$ cat config.mk
export PLATFORM = sky130hd
export DESIGN_NAME = ctu_charge_timer
export DESIGN_NICKNAME = d
export VERILOG_FILES = /design/src/hw/ctu_pkg.sv /design/src/hw/ctu_charge_timer.sv /design/src/hw/ctu_edge_detect.sv
export SDC_FILE = /design/constraint.sdc
export NUM_CORES = 1
export LEC_CHECK = 0
export BUFFER_PORTS_ARGS = -buffer_cell sky130_fd_sc_hd__buf_4
export CORE_MARGIN = 2
export CORE_UTILIZATION = 43
export DETAILED_ROUTE_END_ITERATION = 10
export PLACE_DENSITY_LB_ADDON = 0.2
export SLEW_MARGIN = 10
export SYNTH_ARGS = -nofsm -noshare
export SYNTH_HDL_FRONTEND = slang
export SYNTH_SLANG_ARGS = --single-unit
$ cat constraint.sdc
create_clock -name clk -period 1.6 [get_ports clk]
set_input_delay 0.08 -clock clk [delete_from_list [all_inputs] [get_ports clk]]
set_output_delay 0.08 -clock clk [all_outputs]
set_load 0.02 [all_outputs]
$ cat src/hw/ctu_pkg.sv
// package: shared constants and carrier types of the charge timer unit
package ctu_pkg;

  // edge source select codes
  localparam logic [1:0] CTU_SRC_PIN1   = 2'h3;
  localparam logic [1:0] CTU_SRC_PIN2   = 2'h2;
  localparam logic [1:0] CTU_SRC_ECAP   = 2'h1;
  localparam logic [1:0] CTU_SRC_CAP2   = 2'h0;

  // current range codes
  localparam logic [1:0] CTU_RNG_X100   = 2'h3;
  localparam logic [1:0] CTU_RNG_X10    = 2'h2;
  localparam logic [1:0] CTU_RNG_X1     = 2'h1;
  localparam logic [1:0] CTU_RNG_OFF    = 2'h0;

  // high control register field positions
  localparam int CTU_HI_ENABLE_BIT      = 7;
  localparam int CTU_HI_STOP_IDLE_BIT   = 5;
  localparam int CTU_HI_DELAY_GEN_BIT   = 4;
  localparam int CTU_HI_EDGE_GATE_BIT   = 3;
  localparam int CTU_HI_ORDER_BIT       = 2;
  localparam int CTU_HI_DISCHARGE_BIT   = 1;

  // value of every control bit after reset
  localparam logic [7:0] CTU_CTRL_RESET = 8'h00;
  localparam logic       CTU_FLAG_RESET = 1'b0;

  // edge configuration for one edge channel
  typedef struct packed {
    logic [1:0] source;
    logic       polarity;
  } ctu_edge_cfg_t;

  // raw edge event inputs, already synchronised
  typedef struct packed {
    logic pin1;
    logic pin2;
    logic ecap;
    logic cap2;
  } ctu_edge_src_t;

  // pulse-delay state machine
  typedef enum logic [1:0] {
    CTU_DLY_IDLE  = 2'b00,
    CTU_DLY_CHG   = 2'b01,
    CTU_DLY_PULSE = 2'b10
  } ctu_dly_state_t;

endpackage : ctu_pkg

$ cat src/hw/ctu_charge_timer.sv
// module: control logic of the charge timer unit
// What this block does
// - setting first edge flag starts charging; clearing it stops charging
// - time mode charges only between first and second edge events
// - delay-gen enable selects pulse-delay mode with pulse output
// - in delay mode pulse follows comparator trip after first flag set
// - delay trip comes from comparator 2 against internal reference
// - any sleep mode forces the current source off
// - stop-in-idle bit set disables current source in idle
// - reset clears the edge flags and the delay sequencer; source off
// - reset during a measurement abandons it, keeping nothing
// - peripheral disable freezes flags and sequencer and turns the source off
// - with ordering on, second edge ignored until first edge seen
// - edge gate clear blocks edges from changing flags
// - two-bit source select and polarity bit per edge
// - range field sets current magnitude; zero disables source
`timescale 1ns/100ps
module ctu_charge_timer
  import ctu_pkg::*;
(
  // clock and reset
  input  wire logic          clk,
  input  wire logic          rst,
  // power state
  input  wire logic          sleep_mode,
  input  wire logic          idle_mode,
  input  wire logic          peripheral_disable,
  // control bits, held by software
  input  wire logic          unit_enable,
  input  wire logic          stop_in_idle,
  input  wire logic          delay_gen_enable,
  input  wire logic          edge_gate,
  input  wire logic          edge_order_enable,
  input  wire logic          discharge_ground,
  input  wire logic [1:0]    current_range,
  input  ctu_edge_cfg_t      first_edge_cfg,
  input  ctu_edge_cfg_t      second_edge_cfg,
  // software flag writes, one-cycle strobes
  input  wire logic          first_flag_wr,
  input  wire logic          first_flag_wdata,
  input  wire logic          second_flag_wr,
  input  wire logic          second_flag_wdata,
  // edge event sources from pins and capture units
  input  wire logic          first_edge_pin,
  input  wire logic          second_edge_pin,
  input  wire logic          enhanced_capture_one,
  input  wire logic          capture_unit_two,
  // comparator 2 output: capacitor above reference
  input  wire logic          comparator_trip,
  // status
  output logic               first_edge_flag,
  output logic               second_edge_flag,
  // analog control
  output logic               source_on,
  output logic [1:0]         source_range,
  output logic               source_grounded,
  output logic               pulse_out_pin
);

  // internal state
  logic           gclk_en;
  logic [3:0]     sync1_reg;
  logic [3:0]     sync2_reg;
  logic           trip1_reg;
  logic           trip2_reg;
  ctu_edge_src_t  src_lvl;
  logic           hit1;
  logic           hit2;
  logic           f1_reg;
  logic           f1_next;
  logic           f2_reg;
  logic           f2_next;
  logic           on_reg;
  logic           on_next;
  logic           pls_reg;
  logic           pls_next;
  logic           trip_prev_reg;
  logic           trip_prev_next;
  ctu_dly_state_t st_reg;
  ctu_dly_state_t st_next;
  logic           src_ok;

  // disabled module: flags and sequencer hold, source_on is cleared
  assign gclk_en = ~peripheral_disable;

  // two-stage synchronisers for all asynchronous inputs
  always_ff @(posedge clk) begin
    if (rst) begin
      sync1_reg <= 4'h0;
      sync2_reg <= 4'h0;
      trip1_reg <= 1'b0;
      trip2_reg <= 1'b0;
    end else begin
      sync1_reg <= {first_edge_pin, second_edge_pin,
                    enhanced_capture_one, capture_unit_two};
      sync2_reg <= sync1_reg;
      trip1_reg <= comparator_trip;
      trip2_reg <= trip1_reg;
    end
  end

  assign src_lvl = ctu_edge_src_t'(sync2_reg);

  // edge channel one
  ctu_edge_detect u_edge1 (
    .clk (clk),
    .rst (rst),
    .cfg (first_edge_cfg),
    .src (src_lvl),
    .hit (hit1)
  );

  // edge channel two
  ctu_edge_detect u_edge2 (
    .clk (clk),
    .rst (rst),
    .cfg (second_edge_cfg),
    .src (src_lvl),
    .hit (hit2)
  );

  // edge flags: hardware set wins over a software clear
  always_comb begin
    f1_next = f1_reg;
    f2_next = f2_reg;
    if (gclk_en) begin
      if (first_flag_wr) begin
        f1_next = first_flag_wdata;
      end
      if (second_flag_wr) begin
        f2_next = second_flag_wdata;
      end
      if (unit_enable && edge_gate && hit1) begin
        f1_next = 1'b1;
      end
      // ordering: second edge counts only once first has occurred
      if (unit_enable && edge_gate && hit2 &&
          (!edge_order_enable || f1_reg)) begin
        f2_next = 1'b1;
      end
    end
  end

  // current source gating; charging resumes once a stop condition clears
  assign src_ok = unit_enable && (current_range != CTU_RNG_OFF)
                  && !discharge_ground && !sleep_mode
                  && !(idle_mode && stop_in_idle);

  always_comb begin
    on_next = src_ok && f1_next && !f2_next;
  end

  // pulse-delay sequencer
  always_comb begin
    st_next        = st_reg;
    pls_next       = pls_reg;
    trip_prev_next = trip2_reg;
    if (!delay_gen_enable || !unit_enable) begin
      st_next  = CTU_DLY_IDLE;
      pls_next = 1'b0;
    end else begin
      unique case (st_reg)
        CTU_DLY_IDLE: begin
          if (f1_reg && !trip2_reg) begin
            st_next = CTU_DLY_CHG;
          end
        end
        CTU_DLY_CHG: begin
          if (!f1_reg) begin
            st_next = CTU_DLY_IDLE;
          end else if (trip2_reg && !trip_prev_reg) begin
            st_next  = CTU_DLY_PULSE;
            pls_next = 1'b1;
          end
        end
        CTU_DLY_PULSE: begin
          // pulse ends when software clears the first flag
          if (!f1_reg) begin
            st_next  = CTU_DLY_IDLE;
            pls_next = 1'b0;
          end
        end
        default: begin
          st_next  = CTU_DLY_IDLE;
          pls_next = 1'b0;
        end
      endcase
    end
  end

  // state registers; reset discards any measurement in progress
  always_ff @(posedge clk) begin
    if (rst) begin
      f1_reg        <= CTU_FLAG_RESET;
      f2_reg        <= CTU_FLAG_RESET;
      on_reg        <= 1'b0;
      pls_reg       <= 1'b0;
      trip_prev_reg <= 1'b0;
      st_reg        <= CTU_DLY_IDLE;
    end else if (gclk_en) begin
      f1_reg        <= f1_next;
      f2_reg        <= f2_next;
      on_reg        <= on_next;
      pls_reg       <= pls_next;
      trip_prev_reg <= trip_prev_next;
      st_reg        <= st_next;
    end else begin
      on_reg        <= 1'b0;
    end
  end

  // outputs
  assign first_edge_flag  = f1_reg;
  assign second_edge_flag = f2_reg;
  assign source_on        = on_reg;
  assign source_range     = on_reg ? current_range : CTU_RNG_OFF;
  assign source_grounded  = unit_enable & discharge_ground;
  assign pulse_out_pin    = pls_reg;

  // checks
  sleep_src_off_a: assert property (@(posedge clk) disable iff (rst)
    sleep_mode |=> !source_on)
    else $error("source on after sleep");
  idle_src_off_a: assert property (@(posedge clk) disable iff (rst)
    (idle_mode && stop_in_idle) |=> !source_on)
    else $error("source on in idle stop");
  range_off_a: assert property (@(posedge clk) disable iff (rst)
    (current_range == CTU_RNG_OFF) |=> !source_on)
    else $error("source on with zero range");
  second_stops_a: assert property (@(posedge clk) disable iff (rst)
    second_edge_flag |-> !source_on)
    else $error("charging after second edge");
  gate_blocks_a: assert property (@(posedge clk) disable iff (rst)
    (!edge_gate && !first_flag_wr && !first_edge_flag
     && !peripheral_disable) |=> !first_edge_flag)
    else $error("edge passed closed gate");
  order_a: assert property (@(posedge clk) disable iff (rst)
    (edge_order_enable && !first_edge_flag && !second_edge_flag
     && !second_flag_wr) |=> !second_edge_flag)
    else $error("second edge before first");
  flag_sticky_a: assert property (@(posedge clk) disable iff (rst)
    (first_edge_flag && !first_flag_wr) |=> first_edge_flag)
    else $error("first flag dropped");
  pmd_hold_a: assert property (@(posedge clk) disable iff (rst)
    peripheral_disable |=> $stable(pulse_out_pin))
    else $error("state moved while disabled");
  pulse_mode_a: assert property (@(posedge clk) disable iff (rst)
    !delay_gen_enable |=> !pulse_out_pin)
    else $error("pulse outside delay mode");
  reset_clear_a: assert property (@(posedge clk)
    rst |=> !first_edge_flag && !source_on)
    else $error("state survived reset");

endmodule : ctu_charge_timer

$ cat src/hw/ctu_edge_detect.sv
// module: edge selector and detector for one edge channel
`timescale 1ns/100ps
module ctu_edge_detect
  import ctu_pkg::*;
(
  // clock and reset
  input  wire logic          clk,
  input  wire logic          rst,
  // configuration
  input  ctu_edge_cfg_t      cfg,
  // synchronised event levels
  input  ctu_edge_src_t      src,
  // one-cycle event on the selected polarity
  output logic               hit
);

  logic          sel_lvl;
  logic          sel_prev;
  ctu_edge_src_t prev_reg;
  ctu_edge_src_t prev_next;

  // level of the source named by a select code
  function automatic logic pick(input ctu_edge_src_t s,
                                input logic [1:0]    code);
    logic r;
    unique case (code)
      CTU_SRC_PIN1: r = s.pin1;
      CTU_SRC_PIN2: r = s.pin2;
      CTU_SRC_ECAP: r = s.ecap;
      CTU_SRC_CAP2: r = s.cap2;
    endcase
    return r;
  endfunction : pick

  // every source keeps its own history, so a change of the select
  // code cannot fake an edge out of two different sources
  always_comb begin
    sel_lvl   = pick(src, cfg.source);
    sel_prev  = pick(prev_reg, cfg.source);
    prev_next = src;
  end

  always_ff @(posedge clk) begin
    if (rst) begin
      prev_reg <= ctu_edge_src_t'(4'h0);
    end else begin
      prev_reg <= prev_next;
    end
  end

  // polarity 1 means rising edge response
  assign hit = cfg.polarity ? (sel_lvl & ~sel_prev)
                            : (~sel_lvl & sel_prev);

endmodule : ctu_edge_detect

# Yosys cells after proc, flatten, opt, wreduce, memory -nomap -nowiden
# Index checks and enable logic that the tools add are counted.
# op_classes
n_reduce_logical	31
n_bitwise	10
eq_ne	14
n_mux	24
# ops
operator	count
case mux 1 bit (4 select lines)	4
logical AND 1 bit	13
2-to-1 mux 1 bit	12
2-to-1 mux 2 bit	6
inequality test 3 bit (second input constant)	4
== test 2 bit (second input constant)	5
logical NOT 1 bit	9
== test 2 x 1 -> 1 bit (second input constant)	3
logical NOT 2 bit	3
case mux 2 bit (3 select lines)	1
AND 1 bit	5
NOT 1 bit	5
AND reduction 5 bit	1
inequality test 4 bit (second input constant)	1
AND reduction 4 bit	1
case mux 1 bit (3 select lines)	1
logical OR 1 bit	2
inequality test 2 bit (second input constant)	1
nonzero test 2 bit	1
OR reduction 2 bit	1
# totals
out_inout_bits	7
word_cells	93
input_bits	28
register_bits	21

# Depth between registers and ports, before layout
# Gate-level depths: netlist (run 1).
# logic_depth
word_depth	11
mapped_depth	6
depth_no_buf	5

# By module
# Synthesis (run 1) repeated with hierarchy kept, for this count alone.
# unflattened
cells_unflattened	106
hier_area_um2	1093.5
# by_module_without_submodules
mod	seq_area_each_um2	cells_per_inst	instances	area_per_inst_um2
ctu_charge_timer	340.3	68	1	683.2
ctu_edge_detect	80.1	19	2	205.2

# Worst setup path after synthesis (run 1)
# No wires, ideal clock.
# synth_timing
kind	register -> register
startpoint	reg u_edge1.prev_reg[1] in the netlist's numbering
endpoint	reg on_reg, in the netlist source_on
slack_ns	0.110
period_less_slack_ns	1.490
setup_time_ns	0.103
path_buffers	0
arrival_time_ns	1.386
path_stages_with_launch	6
path_cell_list	dfxtp_1 -> nand2b_1 -> mux4_2 -> nor2_2 -> o21ai_2 -> a2111oi_2
# synth_via
elab_chain_len	10
word_cells_on_any_way	20
# synth_lines
element	line	source
start: declaration	ctu_edge_detect.sv:19	ctu_edge_src_t prev_reg;
start signal: assignment	ctu_edge_detect.sv:45	prev_reg <= ctu_edge_src_t'(4'h0);
start signal: assignment	ctu_edge_detect.sv:47	prev_reg <= prev_next;
case mux 1 bit (4 select lines)	n/a	
NOT 1 bit	n/a	
AND 1 bit	n/a	
2-to-1 mux 1 bit	n/a	
logical AND 1 bit (2 in series)	n/a	
2-to-1 mux 1 bit (2 in series)	n/a	
logical NOT 1 bit	n/a	
logical AND 1 bit *	ctu_charge_timer.sv:150	on_next = src_ok && f1_next && !f2_next;
end signal: assignment	ctu_charge_timer.sv:203	on_reg <= on_next;
end: declaration	ctu_charge_timer.sv:73	logic on_reg;
# Every way passes the cells marked *; elsewhere a longest branch is shown, timed or not.
# A chain may end at the register's enable or synchronous reset.

# Worst setup path after layout (run 1)
# layout_timing
startpoint	reg u_edge1.prev_reg[0] in the netlist's numbering
endpoint	reg on_reg, in the netlist source_on
# The elaborated chain is that of the path after synthesis.

==> metrics, run 1 <==
outcome=finished, final reports clean; # clock sinks=21; crit path DAT=1.74 ns; switching pwr=0.000229 W; crit path max-delay cell type=mux4_2; startpoint types=flip-flop; CP top delay family=multiplexers; Initial DRC Count=10; Skew-Pair Late Insertion Delay=0.30 ns; Netlist Area Pre-Place=956 um^2; Total Routing Usage GR=17.3%; Register Area=423 um^2; fin. max-slew vios=0; Worst Skew=0.0105 ns; Routed wire per std cell=11.4 um; ANT cells=0; peak supply drop=0.536 mV; Least-Margin Pin Slew=0.349 ns; Fmax=653 MHz; M3 GR Usage=4.97%; syn avg cell area=9.19 um^2; first-pass GRT wire length=3.34 mm; Die Width=51.2 um; area leader, netlist=dfxtp_1; Hold Crit Class=primary input to flip-flop; CP Capture Type=flip-flop; area grow syn2layout=38.7%; dpl ws=0.0331 ns; max cap viols=0; Tmin final=1.53 ns; grt total ovfl=0; Worst R2R End=source_on$_SDFF_PP0_; Internal=0.000724 W; Num CTS Buffers=3; period utilization=95.8%; CTS root buf=clkbuf_4; Slew HR=76.5%; Post-Syn Nets=132; HP Start=rst; Mapped Cells=104; initial core utilization=44.5%; Crit path required time=1.80 ns; crit-path cells=nand2b_1 > mux4_2 > nor2_2 > o21ai_2 > a2111oi_4; number of synthesized register bits=21; Setup WS post-layout=0.0676 ns; grt met2 use=27.7%; combinational share of power=16.3%; GRT Max-Usage Layer=met2; commonest cells after routing, fill and taps aside=buf_4, dfxtp_1, nor2b_1; share of cells above drive strength 1=32.6%; Design Power=0.000953 W; largest net degree at the start of global routing=22; Post-synth EDFFs=0; hold endpoint=u_edge1.prev_reg[2]$_SDFF_PP0_; DR vias=883; hold slack=0.0900 ns; Fin. Hold Viols=0; Clock Power Share=25.8%; total length of routed wires=1.97 mm; Distinct cells, synth=40; initial antenna violation count=0; ys async rst share=0%; Post-layout nets=173; CP bufs+invs=0; worst-path fanout max=3; Worst-path clk slew=0.12 ns; top cell type's share of synthesized area=44.0%; CP max stage delay=0.47 ns; setup slack, reg-to-reg=0.07 ns; Longest Clk Path Bufs=2; full die area=2620 um^2; path depth of the worst reg2reg path=5; P_leak=0.524 nW; dominant cells by area after synthesis=dfxtp_1, nor2b_1, nand2b_1; vias in the first global route=832; commonest non-fill, non-tap cell in the layout=buf_4; P per Cell Area=718 nW/um^2; WHS Path Cells=2; drt first pass iters=4; CTS H-tree lvls=1; sequential share of power=57.9%; setup violators final=0; multi-input logic area=520 um^2; Placer Congestion=0.865; FILL cells=189; sequential area share after synthesis=44.0%; RSZ-0062 raised after global routing=yes; drc violations=0; Main synth FF type=dfxtp_1; routing usage on met1=20.4%; CTS tree=built; Yosys warning count=0; Worst R2R Start=u_edge1.prev_reg[0]$_SDFF_PP0_; I/O pin total=35; drt via density=5.13; Die Y=51.2 um; Net Sw Frac=24.1%; FP Rows=17; Crit Path Class=flip-flop to flip-flop; Core Area=2150 um^2; Buffers on Ports=34; Routed Antenna Nets=0
[layout make-up]
class	count	share of cell area [%]
Clock buffer	3	1.70
Clock inverter	1	0.377
Inverter	4	1.13
Multi-Input combinational cell	76	39.2
Sequential cell	21	31.9
Tap cell	28	2.64
Timing Repair Buffer	39	23.0
[through the flow]
step / cell area, um^2 / TNS [ns] / std cells / util [%]
after floorplan: 956 / 0 / 104 / -
after global placement: 1230 / 0 / 163 / 57.4
after detailed placement: 1230 / 0 / 163 / 57.4
after CTS: 1310 / 0 / 172 / 61.0
after global routing: 1330 / -0.0304 / 172 / 61.7
final: 1330 / 0 / 172 / 61.7
[how the worst max path moves through the flow]
stage / start / end / slack, ns / cells past startpoint
detailed placement: u_edge1.prev_reg[1]$_SDFF_PP0_ / source_on$_SDFF_PP0_ / 0.03 / 5
finish: u_edge1.prev_reg[0]$_SDFF_PP0_ / source_on$_SDFF_PP0_ / 0.07 / 5
global placement: u_edge1.prev_reg[1]$_SDFF_PP0_ / source_on$_SDFF_PP0_ / 0.09 / 5
global route: u_edge1.prev_reg[0]$_SDFF_PP0_ / source_on$_SDFF_PP0_ / -0.03 / 5
floorplan: u_edge1.prev_reg[1]$_SDFF_PP0_ / source_on$_SDFF_PP0_ / 0.11 / 5
CTS: u_edge1.prev_reg[1]$_SDFF_PP0_ / source_on$_SDFF_PP0_ / 0.009 / 5
[synth_stat cells, types with 2 or more instances]
library cell	number
a21oi_1	5
a31oi_1	2
and2_1	3
clkbuf_1	2
dfxtp_1	21
inv_1	2
nand2_1	5
nand2b_1	6
nand3_1	3
nor2_1	4
nor2b_1	15
nor3_1	2
nor3b_1	3
o21ai_1	5
[power groups by stage]
stage / combinational [W] / sequential [W] / clock (W)
floorplan: 0.0000649 / 0.000564 / 0
global placement: 0.000142 / 0.000563 / 0
detailed placement: 0.000144 / 0.000563 / 0
CTS: 0.000154 / 0.000551 / 0.000260
global route: 0.000171 / 0.000555 / 0.000272
finish: 0.000155 / 0.000552 / 0.000246
[cells by family (layout without fill, tap and decap cells)]
| group | after synthesis | count (layout) | share of synthesized area [%] |
|---|---|---|---|
| flip-flops | 21 | 21 | 44.0 |
| multiplexers | 2 | 2 | 3.40 |
| AO/OA/AOI/OAI | 23 | 23 | 17.5 |
| buffers and inverters | 7 | 47 | 2.88 |
| AND/OR/NAND/NOR | 51 | 51 | 32.2 |
[timing repair]
action | in CTS | in global routing
setup buffers | 0 | 0
hold buffers | 5 | 0
resized for setup | 0 | 3
endpoints found under the hold margin | 5 | 0
setup endpoints to repair | 0 | 1
[layer usage]
| metal | up-vias | share of wire (%) |
|---|---|---|
| li1 | 453 | - |
| met1 | 398 | 44 |
| met2 | 27 | 47 |
| met3 | 5 | 6.3 |
| met4 | 0 | 2.0 |
| met5 | - | 0 |
No activity file was read; power rests on OpenSTA's default activity.
==> inputs of run 2 (changes only) <==
Settings changed: BUFFER_PORTS_ARGS -buffer_cell sky130_fd_sc_hd__buf_4 to -buffer_cell sky130_fd_sc_hd__buf_2, CORE_ASPECT_RATIO set to 0.6.
==> metrics, run 2 (synthesis results as in run 1) <==
Die Width=64.9 um (was 51.2 um); Worst Skew=0.00257 ns (was 0.0105 ns); commonest non-fill, non-tap cell in the layout=buf_2 (was buf_4); Skew-Pair Late Insertion Delay=0.26 ns (was 0.30 ns); dpl cells=165 (was 163); initial antenna violation count=0 (unchanged); max cap viols=0 (unchanged); drt first pass iters=4 (unchanged); I/O pin total=35 (unchanged); RSZ-0062 raised after global routing=yes (unchanged); crit path DAT=1.70 ns (was 1.74 ns); Routed Antenna Nets=0 (unchanged); Longest Clk Path Bufs=2 (unchanged); DR vias=860 (was 883); startpoint types=flip-flop (unchanged); CTS root buf=clkbuf_8 (was clkbuf_4); initial core utilization=44.9% (was 44.5%); Worst-path clk slew=0.08 ns (was 0.12 ns); Num CTS Buffers=3 (unchanged); drc violations=0 (unchanged); Final TNS setup=0 ns (unchanged); Fmax=653 MHz (about the same); P_leak=0.482 nW (was 0.524 nW); Crit path required time=1.77 ns (was 1.80 ns); Least-Margin Pin Slew=0.369 ns (was 0.349 ns); Total Routing Usage GR=16.9% (was 17.3%); Core Area=2130 um^2 (was 2150 um^2); # clock sinks=21 (unchanged); setup violators final=0 (unchanged); cts hold-fix bufs=0 (was 5); largest net degree at the start of global routing=22 (unchanged); fin cells=169 (was 172); fin. max-slew vios=0 (unchanged); P per Cell Area=861 nW/um^2 (was 718 nW/um^2); Slew HR=75.4% (was 76.5%); Placer Congestion=0.833 (was 0.865); Post-CTS Setup Bufs=0 (unchanged); Post-layout nets=168 (was 173); dpl hpwl=1.52 mm; post-CTS sizing=0 (unchanged); commonest cells after routing, fill and taps aside=buf_2, dfxtp_1, nor2b_1 (was buf_4, dfxtp_1, nor2b_1); share of cells above drive strength 1=32.4% (was 32.6%); period utilization=95.7% (was 95.8%); CP Capture Type=flip-flop (unchanged); Buffers on Ports=34 (unchanged); first-pass GRT wire length=3.17 mm (was 3.34 mm); CTS H-tree lvls=1 (unchanged); outcome=finished, final reports clean (unchanged); area grow syn2layout=25.5% (was 38.7%); Tmin final=1.53 ns (about the same); total length of routed wires=2.02 mm (was 1.97 mm); worst-path fanout max=3 (unchanged); hold slack=0.0176 ns (was 0.0900 ns); vias in the first global route=725 (was 832); grt total ovfl=0 (unchanged); CTS tree=built (unchanged); Initial DRC Count=52 (was 10); Die Y=40.5 um (was 51.2 um); ANT cells=0 (unchanged); FP Rows=13 (was 17); Crit Path Class=flip-flop to flip-flop (unchanged); Routed wire per std cell=11.9 um (was 11.4 um); Hold Crit Class=primary input to flip-flop (unchanged); peak supply drop=0.569 mV (was 0.536 mV); full die area=2630 um^2 (was 2620 um^2); Design Power=0.00103 W (was 0.000953 W); Fin. Hold Viols=0 (unchanged); drt via density=5.09 (was 5.13)
[run 2: changes by cell type in the layout (fill, tap and decap cells not counted), sizes merged]
cell | previous run | this run
clkinv | 2 | 1
clkinvlp | 0 | 1
dlygate4sd3 | 5 | 0
[run 2: per-stage QoR]
stage | cell area, um^2 | util [%] | setup WS, ns
finish | 1200 | 56.3 | 0.0694
global route | 1200 | 56.3 | -0.0314
CTS | 1200 | 56.3 | 0.00662
detailed placement | 1150 | 54.0 | 0.0248
global placement | 1150 | 54.0 | 0.0735
floorplan | 956 | - | 0.110
[run 2: final timing paths]
| check | depth (start not counted) | slack (ns) | to | startpoint |
|---|---|---|---|---|
| min | 2 | 0.02 | sync1_reg[1]$_SDFF_PP0_ | enhanced_capture_one |
| max reg2reg | 5 | 0.07 | source_on$_SDFF_PP0_ | u_edge1.prev_reg[1]$_SDFF_PP0_ |
| max | 5 | 0.07 | source_on$_SDFF_PP0_ | u_edge1.prev_reg[1]$_SDFF_PP0_ |
| min reg2reg | 1 | 0.44 | trip2_reg$_SDFF_PP0_ | trip1_reg$_SDFF_PP0_ |
[run 2: final cells by class]
class	count	area (um^2)
Clock buffer	3	41.3
Clock inverter	1	7.51
Fill cell	205	931
Inverter	4	15.0
Multi-Input combinational cell	76	508
Sequential cell	21	420
Tap cell	30	37.5
Timing Repair Buffer	34	170
[run 2: power by group]
group          switching (W)  total (W)  internal (W)
logic              0.0000626   0.000122     0.0000597
registers          0.0000111   0.000552      0.000540
clock network       0.000183   0.000359      0.000176
total               0.000257    0.00103      0.000776
[run 2: per-layer routing]
layer / global-route usage (%) / vias up / share of wire [%]
met5: 0 / - / 0
met4: 3.72 / 0 / 0.40
met3: 7.02 / 2 / 6.6
met2: 28.4 / 23 / 44
met1: 20.7 / 395 / 49
li1: - / 440 / -
[run 2: worst max-delay path, stage by stage, from the launching register on]
cell and delay, ns:
dfxtp_1 0.33, nand2b_1 0.16, mux4_2 0.48, nor2_2 0.10, o21ai_2 0.07, a2111oi_2 0.29
==> inputs of run 3 (changes only) <==
Settings changed: CORE_ASPECT_RATIO 0.6 to unset, SETUP_SLACK_MARGIN set to 0.05.
==> metrics, run 3 (synthesis results as in run 1) <==
outcome=finished, final reports clean (unchanged); crit-path cells=nand2b_1 > mux4_2 > nor2_2 > o21ai_2 > a2111oi_2 (unchanged); Initial DRC Count=14 (was 52); Crit Path Class=flip-flop to flip-flop (unchanged); P_leak=0.501 nW (was 0.482 nW); worst-path fanout max=3 (unchanged); initial antenna violation count=0 (unchanged); Skew-Pair Late Insertion Delay=0.30 ns (was 0.26 ns); full die area=2620 um^2 (was 2630 um^2); Crit path required time=1.80 ns (was 1.77 ns); # clock sinks=21 (unchanged); CTS tree=built (unchanged); WHS Path Cells=4 (was 2); grt total ovfl=0 (unchanged); largest net degree at the start of global routing=22 (unchanged); Slew HR=76.0% (was 75.4%); Post-layout nets=173 (was 168); Total Routing Usage GR=17.0% (was 16.9%); vias in the first global route=830 (was 725); fin. max-slew vios=0 (unchanged); Worst-path clk slew=0.11 ns (was 0.08 ns); peak supply drop=0.526 mV (was 0.569 mV); Fmax=661 MHz (was 653 MHz); Fin. Hold Viols=0 (unchanged); Final TNS setup=0 ns (unchanged); drt first pass iters=4 (unchanged); I/O pin total=35 (unchanged); Longest Clk Path Bufs=2 (unchanged); Hold Crit Class=primary input to flip-flop (unchanged); Worst Skew=0.00511 ns (was 0.00257 ns); setup violators final=0 (unchanged); Least-Margin Pin Slew=0.359 ns (was 0.369 ns); commonest non-fill, non-tap cell in the layout=buf_2 (unchanged); period utilization=94.6% (was 95.7%); Post-CTS Setup Bufs=0 (unchanged); CTS H-tree lvls=1 (unchanged); share of cells above drive strength 1=34.7% (was 32.4%); Die Width=51.2 um (was 64.9 um); dpl hpwl=1.53 mm (was 1.52 mm); Die Y=51.2 um (was 40.5 um); area grow syn2layout=29.2% (was 25.5%); Core Area=2150 um^2 (was 2130 um^2); FP Rows=17 (was 13); RSZ-0062 raised after global routing=yes (unchanged); initial core utilization=44.5% (was 44.9%); Tmin final=1.51 ns (was 1.53 ns); drt via density=5.17 (was 5.09); max cap viols=0 (unchanged); hold slack=0.0604 ns (was 0.0176 ns); commonest cells after routing, fill and taps aside=buf_2, dfxtp_1, nor2b_1 (unchanged); first-pass GRT wire length=3.31 mm (was 3.17 mm); Placer Congestion=0.838 (was 0.833); Routed Antenna Nets=0 (unchanged); startpoint types=flip-flop (unchanged); path depth of the worst reg2reg path=5 (unchanged); crit path max-delay cell type=mux4_2 (unchanged); P per Cell Area=753 nW/um^2 (was 861 nW/um^2); Buffers on Ports=34 (unchanged); CP max stage delay=0.47 ns (was 0.48 ns); ANT cells=0 (unchanged); crit path DAT=1.72 ns (was 1.70 ns); Num CTS Buffers=3 (unchanged); DR vias=890 (was 860); total length of routed wires=1.99 mm (was 2.02 mm); drc violations=0 (unchanged); Routed wire per std cell=11.6 um (was 11.9 um); CP Capture Type=flip-flop (unchanged); CTS root buf=clkbuf_4 (was clkbuf_8)
[run 3: changes by cell type in the layout (fill, tap and decap cells not counted), sizes merged]
| cell | previous run | this run |
|---|---|---|
| clkinvlp | 1 | 0 |
| clkinv | 1 | 2 |
| dlygate4sd3 | 0 | 5 |
[run 3: worst max-delay path: cells and delay by family, from the launching register on]
family / cells / cell delay, ns
flip-flops: 1 / 0.34
AO/OA/AOI/OAI: 2 / 0.35
AND/OR/NAND/NOR: 2 / 0.26
multiplexers: 1 / 0.47
[run 3: path summary, 6_finish.rpt]
path                                   from                     to  slack (ns)
min reg2reg         sync1_reg[2]$_SDFF_PP0_  src_lvl[2]$_SDFF_PP0_        0.45
max          u_edge1.prev_reg[0]$_SDFF_PP0_   source_on$_SDFF_PP0_        0.09
min                              sleep_mode   source_on$_SDFF_PP0_        0.06
max reg2reg  u_edge1.prev_reg[0]$_SDFF_PP0_   source_on$_SDFF_PP0_        0.09
[run 3: final cells by class]
cell class / count / area, um^2
fill: 196 / 913
clock buffer: 3 / 22.5
inverter: 4 / 15.0
sequential: 21 / 425
multi-input combinational: 76 / 512
clock inverter: 1 / 5.00
tap: 28 / 35.0
timing repair buffer: 39 / 220
[run 3: power breakdown]
part           switching, W  total (W)  internal (W)  leakage (nW)
sequential        0.0000107   0.000552      0.000541         0.174
combinational     0.0000637   0.000132     0.0000678         0.310
clock              0.000153   0.000246     0.0000931        0.0177
[run 3: metrics by stage]
stage	utilization [%]	area (um^2)	setup slack [ns]	cells	total power (W)
2_1_floorplan	-	956	0.110	104	0.000629
3_3_place_gp	53.5	1150	0.0863	163	0.000683
3_5_place_dp	53.5	1150	0.0491	163	0.000686
4_1_cts	57.1	1230	0.0675	172	0.000945
5_1_grt	57.5	1230	-0.00812	172	0.000981
6_report	57.5	1230	0.0863	172	0.000930
[run 3: repair_timing]
| action | CTS | global route |
|---|---|---|
| endpoints found under the setup margin | 1 | 2 |
| hold endpoints to repair | 5 | 0 |
| cloned | 0 | 0 |
| hold buffers | 5 | 0 |
| pin swaps | 1 | 1 |
| gates resized for setup | 1 | 4 |
[run 3: layer usage]
metal | GRT usage (%) | part of all wire [%] | vias up
li1 | - | - | 457
met1 | 18.1 | 44 | 407
met2 | 32.3 | 50 | 24
met3 | 2.63 | 5.4 | 2
met4 | 8.11 | 0.60 | 0
met5 | 0 | 0 | -
